`src/common/wrwdg_defines.svh`:
```
// Constants for the windowed reset watchdog: register map, field
// positions, reset values and timing figures.
// Assumes a 250 MHz system clock and a 32-bit Avalon-MM register bus.
// Overview of operation
// - The 7-bit counter steps down once per 16384-cycle prescaler period.
// - Software picks the timeout in 64 steps via the six low count bits.
// - When active, a count step from 40h to 3Fh starts a reset cycle.
// - A watchdog reset holds the reset line low for about 30 microseconds.
// - The counter keeps counting even while the watchdog is inactive.
// - The unknown prescaler phase at a write gives a timeout range.
// - After any system reset activate is cleared; the watchdog is inactive unless opt_hw_watchdog_i is set.
// - Software cannot clear the activate bit; only a system reset does.
// - Writing activate set with the top counter bit clear resets at once.
// - When active, a HALT instruction gives a reset instead of halting.
// - An option setting selects reset on HALT regardless of software.
// - An option setting can activate the watchdog for good in hardware.
`ifndef WRWDG_DEFINES_SVH
`define WRWDG_DEFINES_SVH

`define WRWDG_ADDR_W         4
`define WRWDG_OFF_CTRL       4'h0
`define WRWDG_OFF_STAT       4'h4
`define WRWDG_ACT_BIT        7
`define WRWDG_TOP_BIT        6
`define WRWDG_CNT_RESET      7'h7F
`define WRWDG_CNT_ROLL_FROM  7'h40
`define WRWDG_PRESCALE       16384
`define WRWDG_CLK_MHZ        250
`define WRWDG_PULSE_US       30
`define WRWDG_PULSE_CYC      (`WRWDG_PULSE_US * `WRWDG_CLK_MHZ)
`define WRWDG_BAD_ADDR_DATA  32'h0000_0000

`endif

```
`src/common/wrwdg_pkg.sv`:
```
// Types shared by the windowed reset watchdog files.
// Assumes nothing beyond the defines header.
package wrwdg_pkg;

    typedef struct packed {
        logic       activate;
        logic [6:0] count;
    } wrwdg_ctrl_t;

    typedef struct packed {
        logic halt_req;
        logic opt_hw_watchdog;
        logic opt_halt_reset;
    } wrwdg_core_in_t;

    typedef enum logic [1:0] {
        WRWDG_IDLE,
        WRWDG_PULSE
    } wrwdg_state_t;

endpackage

```
`src/rtl/wrwdg_prescaler.sv`:
```
// Divider that gives one tick pulse per prescaler period.
// Assumes one system clock and a synchronous active-high reset.
`timescale 1ns/1ps
`include "wrwdg_defines.svh"

module wrwdg_prescaler #(
    parameter int DIV = `WRWDG_PRESCALE
) (
    input  wire logic clk_sys_i,   // System clock.
    input  wire logic reset_i,     // Synchronous reset, active high.
    output logic      tick_o       // One-cycle tick per period.
);
    localparam int CW = $clog2(DIV);

    logic [CW-1:0] div_r;

    // The phase is left untouched by register writes, which is what
    // spreads the real timeout between its minimum and maximum.
    always_ff @(posedge clk_sys_i) begin
        if (reset_i) begin
            div_r  <= '0;
            tick_o <= 1'b0;
        end else begin
            tick_o <= (div_r == CW'(DIV - 1));
            if (div_r == CW'(DIV - 1)) begin
                div_r <= '0;
            end else begin
                div_r <= div_r + CW'(1);
            end
        end
    end
endmodule

```
`src/rtl/wrwdg_top.sv`:
```
// Windowed reset watchdog: control register, free-running counter,
// reset pulse generation and option-setting handling.
// Assumes an Avalon-MM master on the system clock and option inputs
// that are static after reset; halt_req_i comes from same-clock logic.
//
// Implementation choices: register access over Avalon-MM and the register offsets.
`timescale 1ns/1ps
`include "wrwdg_defines.svh"

module wrwdg_top #(
    parameter int PRESCALE  = `WRWDG_PRESCALE,
    parameter int PULSE_CYC = `WRWDG_PULSE_CYC
) (
    input  wire logic                      clk_sys_i,         // Clock.
    input  wire logic                      reset_i,           // Sync reset.
    input  wire logic [`WRWDG_ADDR_W-1:0]  avs_address_i,     // Byte addr.
    input  wire logic                      avs_read_i,        // Read req.
    input  wire logic                      avs_write_i,       // Write req.
    input  wire logic [31:0]               avs_writedata_i,   // Write data.
    input  wire logic [3:0]                avs_byteenable_i,  // Lanes.
    output logic [31:0]                    avs_readdata_o,    // Read data.
    output logic                           avs_waitrequest_o, // Stall.
    input  wire logic                      halt_req_i,        // HALT exec.
    input  wire logic                      opt_hw_watchdog_i, // Option.
    input  wire logic                      opt_halt_reset_i,  // Option.
    output logic                           halt_enter_o,      // Go halt.
    output logic                           reset_n_o,         // Reset line.
    output logic                           wdg_active_o       // Active.
);
    import wrwdg_pkg::*;

    localparam int PW = $clog2(PULSE_CYC + 1);

    wrwdg_ctrl_t    ctrl_r;
    wrwdg_core_in_t core_in;
    wrwdg_state_t   state_r;
    logic [PW-1:0]  pulse_cnt_r;
    logic           opt_hw_r;
    logic           opt_halt_r;
    logic           tick;
    logic           access_done_r;
    logic           wr_ctrl;
    logic           active;
    logic           roll_trip;
    logic           sw_trip;
    logic           halt_trip;
    logic           trip;
    logic [6:0]     cnt_nxt;
    logic           req_take;
    logic [PW-1:0]  low_cnt_r;

    assign core_in = '{halt_req:        halt_req_i,
                       opt_hw_watchdog: opt_hw_r,
                       opt_halt_reset:  opt_halt_r};

    wrwdg_prescaler #(
        .DIV       (PRESCALE)
    ) u_prescaler (
        .clk_sys_i (clk_sys_i),
        .reset_i   (reset_i),
        .tick_o    (tick)
    );

    // Option settings come from stored settings that stay fixed while
    // the system runs, so one register stage is enough for them.
    always_ff @(posedge clk_sys_i) begin
        if (reset_i) begin
            opt_hw_r   <= 1'b0;
            opt_halt_r <= 1'b0;
        end else begin
            opt_hw_r   <= opt_hw_watchdog_i;
            opt_halt_r <= opt_halt_reset_i;
        end
    end

    // Every access takes exactly one wait cycle, then completes.
    assign req_take = (avs_read_i || avs_write_i) && !access_done_r;

    always_ff @(posedge clk_sys_i) begin
        if (reset_i) begin
            access_done_r     <= 1'b0;
            avs_waitrequest_o <= 1'b1;
        end else begin
            access_done_r     <= req_take;
            avs_waitrequest_o <= !req_take;
        end
    end

    assign wr_ctrl = avs_write_i && access_done_r
                     && (avs_address_i == `WRWDG_OFF_CTRL)
                     && avs_byteenable_i[0];
    assign active  = ctrl_r.activate || core_in.opt_hw_watchdog;

    always_comb begin
        cnt_nxt = ctrl_r.count;
        if (wr_ctrl) begin
            cnt_nxt = avs_writedata_i[6:0];
        end else if (tick) begin
            cnt_nxt = ctrl_r.count - 7'h01;
        end
    end

    assign roll_trip = active && tick && !wr_ctrl
                       && (ctrl_r.count == `WRWDG_CNT_ROLL_FROM);
    assign sw_trip   = wr_ctrl && avs_writedata_i[`WRWDG_ACT_BIT]
                       && !avs_writedata_i[`WRWDG_TOP_BIT];
    assign halt_trip = core_in.halt_req
                       && (active || core_in.opt_halt_reset);
    assign trip      = roll_trip || sw_trip || halt_trip;

    always_ff @(posedge clk_sys_i) begin
        if (reset_i) begin
            ctrl_r.activate <= 1'b0;
            ctrl_r.count    <= `WRWDG_CNT_RESET;
        end else begin
            ctrl_r.count <= cnt_nxt;
            if (wr_ctrl && avs_writedata_i[`WRWDG_ACT_BIT]) begin
                ctrl_r.activate <= 1'b1;
            end
        end
    end

    // Reset pulse sequencer; ignores new trips while the pulse is running.
    always_ff @(posedge clk_sys_i) begin
        if (reset_i) begin
            state_r     <= WRWDG_IDLE;
            pulse_cnt_r <= '0;
            reset_n_o   <= 1'b1;
        end else begin
            unique case (state_r)
                WRWDG_IDLE: begin
                    if (trip) begin
                        state_r     <= WRWDG_PULSE;
                        pulse_cnt_r <= PW'(PULSE_CYC - 1);
                        reset_n_o   <= 1'b0;
                    end
                end
                WRWDG_PULSE: begin
                    if (pulse_cnt_r == '0) begin
                        state_r   <= WRWDG_IDLE;
                        reset_n_o <= 1'b1;
                    end else begin
                        pulse_cnt_r <= pulse_cnt_r - PW'(1);
                    end
                end
            endcase
        end
    end

    always_ff @(posedge clk_sys_i) begin
        if (reset_i) begin
            halt_enter_o <= 1'b0;
            wdg_active_o <= 1'b0;
        end else begin
            halt_enter_o <= core_in.halt_req && !halt_trip;
            wdg_active_o <= active;
        end
    end

    always_ff @(posedge clk_sys_i) begin
        if (reset_i) begin
            avs_readdata_o <= 32'h0000_0000;
        end else if (avs_read_i && !access_done_r) begin
            unique case (avs_address_i)
                `WRWDG_OFF_CTRL: avs_readdata_o <= {24'h00_0000,
                                    ctrl_r};
                `WRWDG_OFF_STAT: avs_readdata_o <= {29'h0000_0000,
                                    !reset_n_o, active, opt_halt_r};
                default:         avs_readdata_o <= `WRWDG_BAD_ADDR_DATA;
            endcase
        end
    end

    // Counts the cycles for which the reset line has been low, so that
    // the full pulse length is checked without a long unrolled delay.
    always_ff @(posedge clk_sys_i) begin
        if (reset_i) begin
            low_cnt_r <= '0;
        end else if (!reset_n_o) begin
            low_cnt_r <= low_cnt_r + PW'(1);
        end else begin
            low_cnt_r <= '0;
        end
    end
endmodule

```
`config.mk`:
```
export PLATFORM = sky130hd
export DESIGN_NAME = wrwdg_top
export DESIGN_NICKNAME = d
export VERILOG_FILES = /design/src/common/wrwdg_pkg.sv /design/src/rtl/wrwdg_prescaler.sv /design/src/rtl/wrwdg_top.sv
export VERILOG_INCLUDE_DIRS = /design/src /design/src/common
export SDC_FILE = /design/constraint.sdc
export NUM_CORES = 1
export LEC_CHECK = 0
export ABC_AREA = 1
export BUFFER_PORTS_ARGS = -buffer_cell sky130_fd_sc_hd__buf_4
export CAP_MARGIN = 20
export CORE_MARGIN = 2
export CORE_UTILIZATION = 40
export DETAILED_ROUTE_END_ITERATION = 16
export GPL_TIMING_DRIVEN = 0
export MAX_ROUTING_LAYER = met4
export PLACE_DENSITY_LB_ADDON = 0.3
export SKIP_LAST_GASP = 1
export SYNTH_ARGS = -nofsm -noshare
export SYNTH_HDL_FRONTEND = slang
export SYNTH_HIERARCHICAL = 1
export SYNTH_SLANG_ARGS = --single-unit
```
`constraint.sdc`:
```
create_clock -name clk_sys_i -period 1.8 [get_ports clk_sys_i]
set_input_delay 0.27 -clock clk_sys_i [delete_from_list [all_inputs] [get_ports clk_sys_i]]
set_output_delay 0.27 -clock clk_sys_i [all_outputs]
set_load 0.05 [all_outputs]
```
==> Implementation_results.wiki <==
{| class="wikitable"
! Metric !! Value
|-
| Final Hold Violating Endpoints || 0
|-
| Sequential cell fraction of total power || 47.5%
|-
| Switching power of the nets || 0.919 mW
|-
| Buffer and inverter count on the worst path || 3
|-
| Cell types with the largest area share after synthesis || sky130_fd_sc_hd__dfxtp_1 (37%), sky130_fd_sc_hd__nand2_1 (11%), sky130_fd_sc_hd__nor2_1 (7.4%)
|-
| Mean routed wirelength per cell || 10.6 µm
|-
| Peak supply drop || 339 µV
|-
| P&R area growth vs syn || 19.4%
|-
| Number of buffers inserted by port buffering || 31
|-
| Std-Cell Rows || 30
|-
| Number of primary I/O pins || 83
|-
| Die outline area || 7690 µm²
|-
| Register-to-register path setup slack || 190 ps
|-
| Die X || 87.7 µm
|-
| Post-synthesis compound-gate area fraction || 10.4%
|-
| Largest area contributor in the netlist || sky130_fd_sc_hd__dfxtp_1
|-
| Setup total negative slack || 0 ps
|-
| Hold_ws || 159 ps
|-
| Largest clock skew in the final design || 11.7 ps
|-
| Number of failing setup endpoints in the final timing report || 0
|-
| Clock network power share || 26.3%
|-
| Dominant register cell in the synthesized netlist || sky130_fd_sc_hd__dfxtp_1
|-
| Share of cell area taken by muxes after synthesis || 0%
|-
| Internal power consumption || 1.77 mW
|-
| Depth of the CTS H-tree || 2
|-
| Via density per instance || 4.50
|-
| Power per cell area || 804 nW/µm²
|-
| Register clock-pin slew on the reported worst setup and hold paths || 90 ps
|-
| Number of buffers inserted to repair setup after CTS || 0
|-
| HP Class || in2reg
|-
| Total of cells resized after clock tree synthesis || 0
|-
| Number of storage elements in the synthesis netlist || 52
|-
| CTS sink cnt || 52
|-
| Worst Max-Slew Pin Slew || 539 ps
|-
| Area of the mapped netlist || 2800 µm²
|-
| Xor/xnor cell area share of the yosys netlist || 4.38%
|-
| Half-perimeter wire length of the detailed placement result || 4.44 mm
|-
| Crit start category || flop
|-
| CP Capture Type || flop
|-
| Register area share after synthesis || 37.1%
|-
| Die boundary height || 87.7 µm
|-
| Avg Cell Area, Syn || 7.11 µm²
|-
| Syn Inst Count || 394
|-
| Antenna-violating nets left || 0
|-
| Static leakage power || 1.67 nW
|-
| Max-capacitance violation count || 0
|-
| CTS tree || yes
|-
| Clock latency at the later pin of the worst-skew pair || 310 ps
|-
| Total number of nets in the final design || 507
|-
| Critical-path cell list || inv_1, ha_1, and3_1, nand3_1, nand3_2, nand2_4, nand2_4, buf_6, o21ai_1, inv_1
|-
| Final RePlAce weighted congestion || 0.849
|-
| Slowest cell on crit path || sky130_fd_sc_hd__dfxtp_1
|-
| TritonRoute pass-1 iters || 4
|-
| Portion of synthesized cell area occupied by the leading cell type || 37.1%
|-
| Share of post-route cells with drive strength above 1 || 19.3%
|-
| Simple-gate share of the synthesized area || 31.1%
|-
| Crit Path Category || reg2reg
|-
| Worst-case clock buffer depth || 2
|-
| Overall global routing resource usage || 16.3%
|-
| CP arrival || 1810 ps
|-
| Number of global-route vias before repair || 2,177
|-
| Fraction of registers with async set or reset after synthesis || 0%
|-
| Initial core utilization || 41.3%
|-
| Sum of overflow across all layers after global routing || 0
|-
| Detailed Route WL || 5.84 mm
|-
| Unrepaired setup endpoints after global routing || no
|-
| TritonCTS buffer count || 5
|-
| Normalized max-slew margin || 64.1%
|-
| Switching part of the total power || 34.1%
|-
| Count of yosys warnings during synthesis || 6
|-
| Fin crit share || 89.2%
|-
| Number of flops mapped to enable cells by yosys || 0
|-
| Max frequency || 0.623 GHz
|-
| Initial antenna violation count || 0
|-
| Number of DRC violations after detailed-routing iteration 0 || 138
|-
| Clock root cell || sky130_fd_sc_hd__clkbuf_8
|-
| Post-layout min period || 1610 ps
|-
| Delay of the slowest critical-path stage || 360 ps
|-
| Outcome || completed
|-
| Core outline area || 6790 µm²
|-
| Post-CTS Hold Buffers || 0
|-
| Main combinational cell family by area after synthesis || simple AND/OR/NAND/NOR gates
|-
| Remaining design rule violation count || 0
|-
| Combinational Power Share || 26.2%
|-
| Via total after detailed routing || 2,486
|-
| Antenna Cells || 0
|-
| Final max-slew violation count || 0
|-
| Pin count of the biggest net entering global routing || 17
|-
| Adder-cell share of the synthesized area || 2.23%
|-
| WP data required || 2010 ps
|-
| Largest delay contributor family on the critical path || simple AND/OR/NAND/NOR gates
|-
| Wire length of the first global-routing pass || 9.71 mm
|-
| Crit-path max FO || 10
|-
| Number of distinct library cells after synthesis || 37
|}
==> final timing paths <==
check             depth (start not counted)           start            endpoint
hold reg to reg                           2  pulse_cnt_r[1]      pulse_cnt_r[1]
hold / removal                            2         reset_i  u_prescaler/tick_o
setup reg to reg                         10       ctrl_r[0]     pulse_cnt_r[11]
setup / recovery                         10       ctrl_r[0]     pulse_cnt_r[11]
==> per-stage QoR <==
stage                     std cells  cell area (µm²)  util (%)  setup slack [ps]  total power [mW]
final                           552             3350      49.3               195              2.69
after global routing            552             3350      49.3              25.5              2.84
after CTS                       552             3340      49.2               149              2.70
after detailed placement        544             3240      47.7              20.6              2.00
after global placement          544             3240      47.7              30.7              1.99
after floorplan                 417             2890         -               382              1.85
==> power by group through the flow <==
stage | Combinational (mW) | Sequential [mW] | Clock (mW)
after detailed placement | 0.694 | 1.31 | 0
after floorplan | 0.492 | 1.36 | 0
after CTS | 0.697 | 1.28 | 0.724
after global routing | 0.788 | 1.29 | 0.764
final | 0.705 | 1.28 | 0.707
after global placement | 0.683 | 1.30 | 0
==> registers in the layout, summed over array words and instances (netlist names) <==
signal              count
u_prescaler/div_r      14
pulse_cnt_r            13
avs_readdata_o          8
ctrl_r                  8
access_done_r           1
avs_waitrequest_o       1
halt_enter_o            1
opt_halt_r              1
opt_hw_r                1
reset_n_o               1
state_r                 1
u_prescaler/tick_o      1
wdg_active_o            1
==> cell usage in the layout, fill, tap and decap left out, drive strengths merged <==
cell type  netlist  final
nand2           85     85
nor2            65     65
buf             28     59
dfxtp           52     52
inv             50     50
conb             1     24
nand3           23     23
o21ai           17     17
a21oi           16     16
nand4            8      8
xnor2            8      8
clkbuf           2      8
xor2             6      6
o211ai           6      6
ha               5      5
nor3             4      4
o21bai           4      4
nand3b           3      3
and3             2      2
a31oi            2      2
o221ai           2      2
clkinvlp         0      2
or2              1      1
clkinv           1      1
o2111ai          1      1
o311ai           1      1
nor3b            1      1
==> layer usage <==
metal | GRT usage [%] | routed length [µm] | vias up
met3 | 3.30 | 283 | 5
met2 | 27.8 | 2760 | 51
met1 | 19.7 | 2730 | 1104
met5 | - | 0 | -
li1 | - | - | 1326
met4 | 4.20 | 58 | 0
==> cells in the mapped netlist (all sizes together) (2+ instances only) <==
cell	instances
dfxtp	52
o21bai	4
xor2	6
a21oi	16
nand2	85
and3	2
xnor2	8
o211ai	6
ha	5
buf	28
nand4	8
o21ai	17
nand3b	3
nand3	23
a31oi	2
inv	50
clkbuf	2
nor2	65
nor3	4
o221ai	2
==> layout make-up <==
type | instances | area (µm²)
sequential | 52 | 1040
tap | 96 | 120
multi-input combinational | 284 | 1450
clock inverter | 2 | 15.0
inverter | 51 | 191
fill | 671 | 3450
clock buffer | 6 | 82.6
timing repair buffer | 31 | 233
buffer | 30 | 219
==> cell families after synthesis <==
group	count (synthesis)
compound gates	49
xor+xnor	14
fa+ha+maj	5
buf+inv	81
flops	52
other cells	1
simple gates	192
(Power assumes the default switching activity.)
